--- config.mk ---
export PLATFORM = sky130hd
export DESIGN_NAME = rx_port_paged_config_regs
export DESIGN_NICKNAME = d
export VERILOG_FILES = /design/src/verilog/rx_page_pkg.sv /design/src/verilog/rx_port_paged_config_regs.sv
export SDC_FILE = /design/constraint.sdc
export NUM_CORES = 1
export LEC_CHECK = 0
export BUFFER_PORTS_ARGS = -buffer_cell sky130_fd_sc_hd__buf_2
export CAP_MARGIN = 10
export CORE_UTILIZATION = 36
export CTS_CLUSTER_SIZE = 40
export DETAILED_ROUTE_END_ITERATION = 6
export SLEW_MARGIN = 20
export SYNTH_ARGS = -nofsm -noshare
export SYNTH_HDL_FRONTEND = slang
export SYNTH_SLANG_ARGS = --single-unit
--- constraint.sdc ---
create_clock -name sys_clk_in -period 4 [get_ports sys_clk_in]
set_input_delay 0.6 -clock sys_clk_in [delete_from_list [all_inputs] [get_ports sys_clk_in]]
set_output_delay 0.6 -clock sys_clk_in [all_outputs]
set_load 0.005 [all_outputs]
--- src/verilog/rx_page_pkg.sv ---
package rx_page_pkg;

  // ************************************************************
  // register offsets
  // ************************************************************
  localparam logic [7:0] ADDR_EQ_ERROR_LIMIT = 8'h43;
  localparam logic [7:0] ADDR_RSVD_FIRST = 8'h44;
  localparam logic [7:0] ADDR_RSVD_LAST = 8'h49;
  localparam logic [7:0] ADDR_LINK_CAPABILITY = 8'h4a;
  localparam logic [7:0] ADDR_EMBEDDED_TYPE_CTRL = 8'h4b;
  localparam logic [7:0] ADDR_PORT_PAGE_SELECT = 8'h4c;
  localparam logic [7:0] ADDR_PAGE_A_FIRST = 8'h4d;
  localparam logic [7:0] ADDR_PAGE_A_LAST = 8'h7f;
  localparam logic [7:0] ADDR_PAGE_B_FIRST = 8'hd0;
  localparam logic [7:0] ADDR_PAGE_B_LAST = 8'hdf;
  localparam logic [7:0] ADDR_RX_STATUS = 8'h4d;

  // ************************************************************
  // reset values and field positions
  // ************************************************************
  localparam logic [7:0] RST_EQ_ERROR_LIMIT = 8'h01;
  localparam logic [7:0] RST_LINK_CAPABILITY = 8'h00;
  localparam logic [1:0] RST_EMBEDDED_TYPE_COUNT = 2'h0;
  localparam logic [5:0] RST_EMBEDDED_TYPE_CODE = 6'h12;
  localparam logic [7:0] RSVD_READ_VALUE = 8'h00;
  localparam int CAP_CRC_FLAG_BIT = 4;
  localparam int EMB_COUNT_LSB = 6;
  localparam int SEL_READ_BIT = 4;
  localparam int SEL_PHYS_BIT = 6;
  localparam int STS_PAGE_BIT = 6;

  // ************************************************************
  // types
  // ************************************************************
  typedef struct packed {
    logic       read_port;
    logic [1:0] write_en;
  } page_sel_t;

  typedef struct packed {
    logic       valid;
    logic       write;
    logic       remote;
    logic       link_idx;
    logic [7:0] addr;
    logic [7:0] wdata;
  } reg_req_t;

  typedef struct packed {
    logic       valid;
    logic       write;
    logic [1:0] write_en;
    logic       read_port;
    logic [7:0] addr;
    logic [7:0] wdata;
  } paged_req_t;

  typedef enum logic [1:0] {
    LINE_EMBED,
    LINE_RAW
  } line_kind_t;

endpackage

--- src/verilog/rx_port_paged_config_regs.sv ---
`timescale 1ns/1ps
// What this block does
// - 8-bit equalizer error limit, reset one; re-adapt when error count exceeds it.
// - addresses 0x44 to 0x49 are reserved, read-only, read zero.
// - capability bit 4, reset zero, gates encoder CRC error flag reporting.
// - embedded type count 00 forwards every long packet as raw video.
// - count 1, 2 or 3 sends that many first long packets as embedded.
// - those first lines use the embedded type code, reset 0x12, as type.
// - substitution only in raw input mode, never in CSI-formatted input.
// - page select steers accesses to 0x4D-0x7F and 0xD0-0xDF.
// - read-page bit 4 picks port 0 or port 1 for paged reads.
// - read page defaults zero locally, arriving port number over back channel.
// - write enables bit 0 and 1; paged writes broadcast to enabled blocks.
// - write enables default zero locally, own port only over back channel.
// - physical link index bit 6 reads zero locally, arriving port remotely.
// - each access source keeps its own page-select state.
// - receive status at 0x4D is banked per port via page select.
// - bit 6 of first paged status reports the selected read page.
module rx_port_paged_config_regs
  import rx_page_pkg::*;
#(
  parameter int ERR_CNT_W = 8
) (
  // clock and reset
  input wire logic sys_clk_in,
  input wire logic rstn_in,
  // register access from local i2c or back channel
  input wire reg_req_t req_in,
  output logic [7:0] rdata_out,
  output logic rvalid_out,
  // paged register blocks of the two receive ports
  output paged_req_t paged_req_out,
  input wire logic [7:0] paged_rdata0_in,
  input wire logic [7:0] paged_rdata1_in,
  // equalizer error monitor
  input wire logic [ERR_CNT_W-1:0] link_err_count_in,
  input wire logic err_window_done_in,
  output logic eq_readapt_out,
  // encoder crc error reporting
  input wire logic encoder_crc_err_in,
  output logic encoder_crc_flag_out,
  // line data type substitution
  input wire logic raw_input_mode_in,
  input wire logic frame_start_in,
  input wire logic long_packet_in,
  input wire logic [5:0] raw_type_code_in,
  output logic [5:0] line_type_code_out,
  output line_kind_t line_kind_out
);

  // ************************************************************
  // configuration registers
  // ************************************************************
  logic [7:0] eq_error_limit_ff;
  logic [7:0] link_capability_ff;
  logic [1:0] embedded_type_count_ff;
  logic [5:0] embedded_type_code_ff;
  // index 0 is the local i2c source, 1 and 2 the back channel of port 0 and 1
  page_sel_t sel_ff [3];

  // ************************************************************
  // request decode
  // ************************************************************
  // strobes are decoded once here so every register sees the same address match
  logic wr;
  logic rd;
  logic [1:0] src;
  logic wr_limit;
  logic wr_cap;
  logic wr_emb;
  logic wr_sel;

  // local i2c owns copy 0; a back-channel access owns the copy of its own port
  function automatic logic [1:0] source_of(input logic remote, input logic link_idx);
    if (!remote) begin
      source_of = 2'h0;
    end else if (link_idx) begin
      source_of = 2'h2;
    end else begin
      source_of = 2'h1;
    end
  endfunction

  function automatic logic in_paged(input logic [7:0] a);
    in_paged = (a >= ADDR_PAGE_A_FIRST && a <= ADDR_PAGE_A_LAST) ||
               (a >= ADDR_PAGE_B_FIRST && a <= ADDR_PAGE_B_LAST);
  endfunction

  function automatic logic in_reserved(input logic [7:0] a);
    in_reserved = a >= ADDR_RSVD_FIRST && a <= ADDR_RSVD_LAST;
  endfunction

  // writes into the reserved gap match no strobe and are dropped
  function automatic logic hits(input logic [7:0] a, input logic [7:0] target);
    hits = a == target;
  endfunction

  assign wr = req_in.valid && req_in.write;
  assign rd = req_in.valid && !req_in.write;
  assign src = source_of(req_in.remote, req_in.link_idx);
  assign wr_limit = wr && hits(req_in.addr, ADDR_EQ_ERROR_LIMIT);
  assign wr_cap = wr && hits(req_in.addr, ADDR_LINK_CAPABILITY);
  assign wr_emb = wr && hits(req_in.addr, ADDR_EMBEDDED_TYPE_CTRL);
  assign wr_sel = wr && hits(req_in.addr, ADDR_PORT_PAGE_SELECT);

  // ************************************************************
  // fixed configuration registers
  // ************************************************************
  always_ff @(posedge sys_clk_in or negedge rstn_in) begin
    if (!rstn_in) begin
      eq_error_limit_ff <= RST_EQ_ERROR_LIMIT;
    end else if (wr_limit) begin
      // a written zero is stored; software is expected never to do so
      eq_error_limit_ff <= req_in.wdata;
    end
  end

  always_ff @(posedge sys_clk_in or negedge rstn_in) begin
    if (!rstn_in) begin
      link_capability_ff <= RST_LINK_CAPABILITY;
    end else if (wr_cap) begin
      // reserved bits are kept and read back, only bit 4 acts
      link_capability_ff <= req_in.wdata;
    end
  end

  // count and code share one byte; a single write updates both together
  always_ff @(posedge sys_clk_in or negedge rstn_in) begin
    if (!rstn_in) begin
      embedded_type_count_ff <= RST_EMBEDDED_TYPE_COUNT;
    end else if (wr_emb) begin
      embedded_type_count_ff <= req_in.wdata[EMB_COUNT_LSB +: 2];
    end
  end

  // a new code takes effect on the next long packet, even in mid-frame
  always_ff @(posedge sys_clk_in or negedge rstn_in) begin
    if (!rstn_in) begin
      embedded_type_code_ff <= RST_EMBEDDED_TYPE_CODE;
    end else if (wr_emb) begin
      embedded_type_code_ff <= req_in.wdata[5:0];
    end
  end

  // ************************************************************
  // per-source page select
  // ************************************************************
  always_ff @(posedge sys_clk_in or negedge rstn_in) begin
    if (!rstn_in) begin
      sel_ff[0] <= '{read_port: 1'b0, write_en: 2'h0};
      sel_ff[1] <= '{read_port: 1'b0, write_en: 2'h1};
      sel_ff[2] <= '{read_port: 1'b1, write_en: 2'h2};
    end else if (wr_sel) begin
      // only the requesting source's copy changes; reserved bits dropped
      sel_ff[src].read_port <= req_in.wdata[SEL_READ_BIT];
      sel_ff[src].write_en <= req_in.wdata[1:0];
    end
  end

  // ************************************************************
  // paged access routing
  // ************************************************************
  // combinational so a broadcast write reaches both blocks on the same edge
  always_comb begin
    paged_req_out.valid = req_in.valid && in_paged(req_in.addr);
    paged_req_out.write = req_in.write;
    paged_req_out.write_en = sel_ff[src].write_en;
    paged_req_out.read_port = sel_ff[src].read_port;
    paged_req_out.addr = req_in.addr;
    paged_req_out.wdata = req_in.wdata;
  end

  // ************************************************************
  // read data
  // ************************************************************
  // page select image: physical index, read page, write enables, reserved zero
  function automatic logic [7:0] sel_image(input page_sel_t s, input logic phys);
    sel_image = RSVD_READ_VALUE;
    sel_image[SEL_PHYS_BIT] = phys;
    sel_image[SEL_READ_BIT] = s.read_port;
    sel_image[1:0] = s.write_en;
  endfunction

  logic [7:0] nxt_rdata;
  logic [7:0] page_rd;
  logic phys_idx;
  // the local interface always reads index zero, whatever port it steers
  assign phys_idx = req_in.remote && req_in.link_idx;

  always_comb begin
    // a port with writes disabled still answers reads when it is the read page
    page_rd = sel_ff[src].read_port ? paged_rdata1_in : paged_rdata0_in;
    nxt_rdata = RSVD_READ_VALUE;
    if (hits(req_in.addr, ADDR_EQ_ERROR_LIMIT)) begin
      nxt_rdata = eq_error_limit_ff;
    end else if (in_reserved(req_in.addr)) begin
      nxt_rdata = RSVD_READ_VALUE;
    end else if (hits(req_in.addr, ADDR_LINK_CAPABILITY)) begin
      nxt_rdata = link_capability_ff;
    end else if (hits(req_in.addr, ADDR_EMBEDDED_TYPE_CTRL)) begin
      nxt_rdata = {embedded_type_count_ff, embedded_type_code_ff};
    end else if (hits(req_in.addr, ADDR_PORT_PAGE_SELECT)) begin
      nxt_rdata = sel_image(sel_ff[src], phys_idx);
    end else if (in_paged(req_in.addr)) begin
      nxt_rdata = page_rd;
      // the block's own bit 6 is replaced, so the page shown is the one chosen
      if (hits(req_in.addr, ADDR_RX_STATUS)) begin
        nxt_rdata[STS_PAGE_BIT] = sel_ff[src].read_port;
      end
    end
  end

  // one pulse per read; the data holds so a slow host may fetch it late
  always_ff @(posedge sys_clk_in or negedge rstn_in) begin
    if (!rstn_in) begin
      rvalid_out <= 1'b0;
    end else begin
      rvalid_out <= rd;
    end
  end

  always_ff @(posedge sys_clk_in or negedge rstn_in) begin
    if (!rstn_in) begin
      rdata_out <= 8'h00;
    end else if (rd) begin
      rdata_out <= nxt_rdata;
    end
  end

  // ************************************************************
  // equalizer and crc reporting
  // ************************************************************
  localparam int CMP_W = (ERR_CNT_W > 8) ? ERR_CNT_W : 8;

  // both sides are widened first, so a narrow counter never truncates the limit
  function automatic logic over_limit(input logic [ERR_CNT_W-1:0] count,
                                      input logic [7:0] limit);
    over_limit = CMP_W'(count) > CMP_W'(limit);
  endfunction

  always_ff @(posedge sys_clk_in or negedge rstn_in) begin
    if (!rstn_in) begin
      eq_readapt_out <= 1'b0;
    end else begin
      // one-cycle pulse per error window that ended over the limit
      eq_readapt_out <= err_window_done_in && over_limit(link_err_count_in, eq_error_limit_ff);
    end
  end

  // only the report is masked; the error itself still reaches the counters
  always_ff @(posedge sys_clk_in or negedge rstn_in) begin
    if (!rstn_in) begin
      encoder_crc_flag_out <= 1'b0;
    end else begin
      encoder_crc_flag_out <= encoder_crc_err_in &&
        link_capability_ff[CAP_CRC_FLAG_BIT];
    end
  end

  // ************************************************************
  // data type substitution
  // ************************************************************
  // saturates at the largest count the field can ask for, so it never wraps
  localparam logic [1:0] LINE_CNT_MAX = 2'h3;
  logic [1:0] line_cnt_ff;
  always_ff @(posedge sys_clk_in or negedge rstn_in) begin
    if (!rstn_in) begin
      line_cnt_ff <= 2'h0;
    end else if (frame_start_in) begin
      line_cnt_ff <= 2'h0;
    end else if (long_packet_in && line_cnt_ff != LINE_CNT_MAX) begin
      line_cnt_ff <= line_cnt_ff + 2'h1;
    end
  end

  logic embed_now;
  // only raw input lines are rewritten; csi input carries its own types
  assign embed_now = raw_input_mode_in && line_cnt_ff < embedded_type_count_ff;

  always_ff @(posedge sys_clk_in or negedge rstn_in) begin
    if (!rstn_in) begin
      line_type_code_out <= 6'h00;
    end else if (long_packet_in) begin
      if (embed_now) begin
        line_type_code_out <= embedded_type_code_ff;
      end else begin
        line_type_code_out <= raw_type_code_in;
      end
    end
  end

  always_ff @(posedge sys_clk_in or negedge rstn_in) begin
    if (!rstn_in) begin
      line_kind_out <= LINE_RAW;
    end else if (long_packet_in) begin
      if (embed_now) begin
        line_kind_out <= LINE_EMBED;
      end else begin
        line_kind_out <= LINE_RAW;
      end
    end
  end

endmodule

==> flow_summary_export.csv, run 1 <==
group,metric,value,unit
clock_network,postCtsSetupRepairBufs,0,
global_route,grt_pass1_vias,2294,
synthesis,synth_top_area_frac,0.3749,
sta,fmax,418.4,MHz
drt,post_drt_wl_per_cell,15.24,µm
power_and_ir_drop,ir_drop,0.2076,mV
clock_network,cts_tree,"built",
drt,vias,2445,
hold_path,hold_path_class,"primary input to asynchronous set/reset pin",
clock_network,post_cts_resized,0,
sta,relSlewSlack,0.4956,
synthesis,yosysTopAreaCell,"dfrtp_1",
sta,setup_viol,0,
synthesis,synthesis.nets,368,
global_route,grt_overflow,0,
worst_setup_path,cp.arrival,1790,ps
worst_setup_path,crit_type,"primary input to output pin",
run,maxCapViolCount,0,
sta,rsz0062_at_grt,"false",
sta,post-route-period-util,0.5975,
sta,min_period,2390,ps
global_route,grt_usage,0.1679,
drt,totalWireLength,7376,µm
clock_network,ctsHoldBuffers,0,
sta,hold_viol_final,0,
worst_setup_path,crit_top_cell,"buf_2",
drt,drt_iter0_drc,169,
worst_setup_path,cp_max_fo,8,
layout,antenna-diode-count,0,
layout,final_cell_area,3641,µm²
clock_network,cts-root-buf,"clkbuf_8",
synthesis,synth_warnings,0,
status,status,"completed",
worst_setup_path,crit_chain,"buf_2, and2b_1, o21ai_0, o41ai_2, buf_4, and2_1, buf_2",
drt,antenna_left,0,
sta,tightest_slew,753.9,ps
placed_design,port_buffers,95,
layout,nFillCells,801,
worst_setup_path,crit_required,3400,ps
power_and_ir_drop,powerDensity,318.5,nW/µm²
worst_setup_path,critPathLaunchType,"primary input",
layout,syn_to_final_growth,18.58,%
synthesis,yosysSeqAreaShare,0.4348,
clock_network,clk_latency,310,ps
floorplan,initial_core_util,0.3737,
placed_design,gp_congestion,0.8026,
sta,skew,5.814,ps
synthesis,synthFlopType,"dfrtp_1",
global_route,grt_max_degree,32,
power_and_ir_drop,p_leak,1.811,nW
synthesis,synth_edf_count,0,
floorplan,io_pins,97,
floorplan,die_height,94.35,µm
worst_setup_path,cpPeakStageDelay,250,ps
worst_setup_path,end_kind,"output pin",
synthesis,ys_ff_latch,53,
sta,fin_tns_setup,0,ps
worst_setup_path,critPathSlowestCell,"o21ai_0",
synthesis,yosys.cell_types.count,48,
layout,layout-drive-gt1-share,0.4090,
clock_network,htreeDepth,2,
placed_design,placed_area,3525,µm²
synthesis,async_reset_ff_frac,1.000,
worst_setup_path,reg2reg_depth,6,
drt,drc,0,
power_and_ir_drop,power,1.160,mW
synthesis,synthTopCellsByCount,"46 x dfrtp_1, 32 x mux2_2, 26 x a21oi_1, 26 x nor2_1, 19 x inv_1",
clock_network,cts_max_path_buffers,2,
layout,nNetsFinal,445,
placed_design,dp.final_hpwl,5704,µm
floorplan,die_w,94.35,µm
sta,hold_ws,328.4,ps
global_route,antenna_found_initial,0,
floorplan,fp.dieArea,8902,µm²
clock_network,cts_num_sinks,53,
drt,viasPerCell,5.052,
floorplan,fp-row-count,33,
synthesis,syn-instance-count,301,
sta,report.final.slew_viol_count,0,
clock_network,clkSlewWorstSetupHoldPaths,100,ps
synthesis,yosys-top-cells-area,"dfrtp_1 37%, mux2_2 12%, dfstp_2 6.0%, buf_4 4.4%, a21oi_1 4.2%",
clock_network,cts_buffers,5,
global_route,grt_first_pass_wirelength,11490,µm
floorplan,core,8217,µm²
synthesis,yosysMostFrequentCell,"dfrtp_1",
drt,drtPass1Iterations,4,
synthesis,synth.avg_cell_area,10.20,µm²
synthesis,netlist_area,3070,µm²
==> worst paths after layout <==
path                           startpoint  slack, ps                  endpoint
max in group asynchronous         rstn_in       2850                 sel_ff[2]
min reg2reg                  rdata_out[2]        510              rdata_out[2]
min in group sys_clk_in    frame_start_in        440            line_cnt_ff[1]
max reg2reg                     sel_ff[2]       1990              rdata_out[1]
min                               rstn_in        330  embedded_type_code_ff[5]
max                            req_in[15]       1610         paged_req_out[20]
==> registers in the layout, summed over array words and instances, names as in the netlist <==
signal                  cells
line_kind_out               1
embedded_type_count_ff      2
rvalid_out                  1
link_capability_ff          8
eq_readapt_out              1
embedded_type_code_ff       6
eq_error_limit_ff           8
rdata_out                   8
line_cnt_ff                 2
encoder_crc_flag_out        1
sel_ff                      9
line_type_code_out          6
==> through the flow <==
stage / util / setup slack (ps) / instances
floorplan: - / 1783 / 301
global placement: 0.4290 / 1473 / 476
detailed placement: 0.4290 / 1334 / 476
CTS: 0.4431 / 1603 / 484
global route: 0.4431 / 1510 / 484
finish: 0.4431 / 1610 / 484
==> cell type report <==
class | instances | area, µm² | area share
Sequential cell | 53 | 1335 | 0.3667
Inverter | 19 | 71.32 | 0.01959
Clock buffer | 7 | 86.33 | 0.02371
Tap cell | 105 | 131.4 | 0.03608
Multi-Input combinational cell | 201 | 1489 | 0.4089
Clock inverter | 1 | 30.03 | 0.008247
Timing Repair Buffer | 98 | 498.0 | 0.1368
==> where the power goes <==
| group | total, mW | internal (mW) | switching [mW] |
|---|---|---|---|
| Clock | 0.387 | 0.204 | 0.183 |
| Combinational | 0.191 | 0.0869 | 0.104 |
| Sequential | 0.581 | 0.565 | 0.0163 |
| Total | 1.16 | 0.856 | 0.303 |
==> critical path: cells and delay by family <==
kind	cells	cell delay, ps
simple gates	2	350
compound gates	2	370
buf+inv	3	470
==> routing by layer <==
| metal | track usage | part of all wire | vias to the layer above |
|---|---|---|---|
| li1 | - | - | 1198 |
| met4 | 0.03077 | 0.0034 | 0 |
| met3 | 0.03301 | 0.052 | 3 |
| met1 | 0.2450 | 0.49 | 1169 |
| met5 | 0 | 0 | - |
| met2 | 0.2591 | 0.45 | 75 |
==> cell usage in the layout, fill, tap and decap left out, types with 5 or more instances in the layout <==
cell type,synthesis,final
dfrtp_1,46,46
a21oi_1,26,26
nor3_1,8,8
inv_1,19,19
o21ai_0,14,14
mux2i_1,11,11
ha_1,10,10
buf_2,2,95
dfstp_2,7,7
nand2b_1,7,7
nand2_1,15,15
nor2b_1,5,5
nor2_1,26,26
mux2_2,32,32
clkbuf_8,0,6
o31ai_1,6,6
==> logic make-up after synthesis <==
family / share of synthesized area
AND/OR/NAND/NOR: 0.1512
AO/OA/AOI/OAI: 0.1357
flip-flops: 0.4348
buffers and inverters: 0.08028
multiplexers: 0.1532
adder cells (fa/ha/maj): 0.04075
other: 0.001221
XOR/XNOR: 0.002853
(Power assumes the default switching activity.)
==> run 2, diff against run 1 <==
- clock period: 4 -> 2.04 ns (I/O delays scaled with it)
==> run 2 against run 1 <==
Compared with the run above:
- critical path depth is 2 lower
- sequential power increased by 96%
- global-route usage increased by 0.61 points
- hold slack worse by 180 ps
- via count up 1.9%
- power up 96%
- register-to-register slack got worse by 1900 ps
- largest power group unchanged
- first-iteration DRC count is 36% lower
- clock skew up 7.1 ps
- die area is the same
- non-clock buffer count increased by 18
==> flow_summary_export.csv, run 2 (synthesis gave the netlist of run 1 again) <==
group,metric,value,unit
status,status,"completed",
sta,rsz0062_at_grt,"false",
power_and_ir_drop,p_leak,1.901,nW
worst_setup_path,cpPeakStageDelay,540,ps
worst_setup_path,worstReg2RegStart,"sel_ff[2]",
clock_network,cts_max_path_buffers,2,
worst_setup_path,crit_chain,"mux2i_1, a21oi_1, mux2_2, a222oi_1, o31ai_1",
global_route,grt_overflow,0,
sta,relSlewSlack,0.6207,
layout,largest_register_ffs,9,
hold_path,hold_path_class,"primary input to flop",
floorplan,core,8217,µm²
worst_setup_path,critPathLaunchType,"flop",
placed_design,port_buffers,95,
layout,nNetsFinal,463,
placed_design,gp_congestion,0.8240,
clock_network,cts_tree,"built",
drt,post_drt_wl_per_cell,14.93,µm
worst_setup_path,cp_max_fo,3,
floorplan,die_w,94.35,µm
global_route,grt_first_pass_wirelength,11810,µm
layout,nFillCells,815,
floorplan,initial_core_util,0.3737,
layout,final_common_cell,"buf_2",
worst_setup_path,crit_required,2210,ps
drt,viasPerCell,4.962,
sta,skew,12.94,ps
global_route,grt_usage,0.1740,
clock_network,cts-root-buf,"clkbuf_8",
drt,totalWireLength,7494,µm
power_and_ir_drop,ir_drop,0.3084,mV
global_route,antenna_found_initial,0,
clock_network,ctsHoldBuffers,1,
floorplan,fp.dieArea,8902,µm²
sta,post-route-period-util,0.9378,
sta,hold_viol_final,0,
drt,drtPass1Iterations,4,
power_and_ir_drop,power,2.275,mW
power_and_ir_drop,powerDensity,599.5,nW/µm²
global_route,grt_pass1_vias,2386,
worst_setup_path,critPathSlowestCell,"dfstp_2",
sta,tightest_slew,568.9,ps
floorplan,die_height,94.35,µm
clock_network,clkSlewWorstSetupHoldPaths,100,ps
clock_network,htreeDepth,2,
clock_network,cts_buffers,5,
layout,register_area,1335,µm²
global_route,use_met1,0.2328,
clock_network,postCtsSetupRepairBufs,0,
global_route,grt_use_met2,0.2953,
global_route,grt_max_degree,32,
drt,vias,2491,
floorplan,io_pins,97,
layout,multi_input_area,1489,µm²
sta,setup_viol,0,
layout,layout-drive-gt1-share,0.4358,
worst_setup_path,end_kind,"flop",
sta,worst_slack,126.9,ps
placed_design,dp.final_hpwl,5839,µm
worst_setup_path,cp.arrival,2090,ps
layout,antenna-diode-count,0,
global_route,grt_use_met3,0.03945,
worst_setup_path,crit_type,"flop to flop",
clock_network,cts_num_sinks,53,
layout,final_cell_mix,"95 x buf_2, 46 x dfrtp_1, 32 x mux2_2",
hold_path,hp-start,"frame_start_in",
clock_network,clk_latency,310,ps
global_route,top_usage_layer,"met2",
clock_network,post_cts_resized,0,
sta,report.final.slew_viol_count,0,
layout,regMostFlops,"sel_ff",
sta,fmax,522.7,MHz
drt,drt_iter0_drc,108,
run,maxCapViolCount,0,
drt,drc,0,
worst_setup_path,cp-startpoint,"sel_ff[2]",
drt,antenna_left,0,
floorplan,fp-row-count,33,
placed_design,pre_cts_slack,-47.64,ps
layout,syn_to_final_growth,23.59,%
sta,min_period,1913,ps
run 2: changes by cell type in the layout (fill, tap and decap cells not counted):
cell | previous run | this run
clkbuf_1 | 1 | 0
clkinvlp_4 | 0 | 1
dlygate4sd3_1 | 0 | 1
buf_4 | 3 | 19
buf_12 | 0 | 1
run 2: layout make-up:
class	instances	area share
Clock inverter	2	0.009891
Multi-Input combinational cell	201	0.3924
Inverter	19	0.01879
Clock buffer	6	0.02176
Tap cell	105	0.03462
Timing Repair Buffer	116	0.1708
Sequential cell	53	0.3518
run 2: per-layer routing:
layer  part of all wire  up-vias
met5                  0        -
met4             0.0020        0
met3              0.051        2
met2               0.47       73
met1               0.47     1177
li1                   -     1239
run 2: per-stage QoR:
stage	cell area [µm²]	util	hold WS, ps	cells	TNS (ps)
2_1_floorplan	3070	-	10.41	301	0
3_3_place_gp	3665	0.4460	330.5	493	-32.05
3_5_place_dp	3665	0.4460	333.1	493	-86.14
4_1_cts	3795	0.4619	151.4	502	0
5_1_grt	3795	0.4619	137.3	502	0
6_report	3795	0.4619	151.7	502	0
run 2: final timing paths:
path                                         to  slack [ps]  depth (start not counted)
setup / recovery                   rdata_out[1]         130                          5
hold / removal                   line_cnt_ff[0]         150                          2
setup reg to reg                   rdata_out[1]         130                          5
hold reg to reg                line_kind_out[0]         500                          2
max in group asynchronous  eq_error_limit_ff[0]         870                          3
min in group asynchronous  eq_error_limit_ff[7]         520                          2
run 2: worst max-delay path: cells and delay by family (launching register included):
kind,cells,cell delay (ps)
DFF,1,540
AOI/OAI and AO/OA,3,790
muxes,2,450
run 2: report_power, final:
| group | internal (mW) | switching [mW] |
|---|---|---|
| registers | 1.11 | 0.0311 |
| clock network | 0.399 | 0.344 |
| logic | 0.185 | 0.208 |
| total | 1.69 | 0.583 |
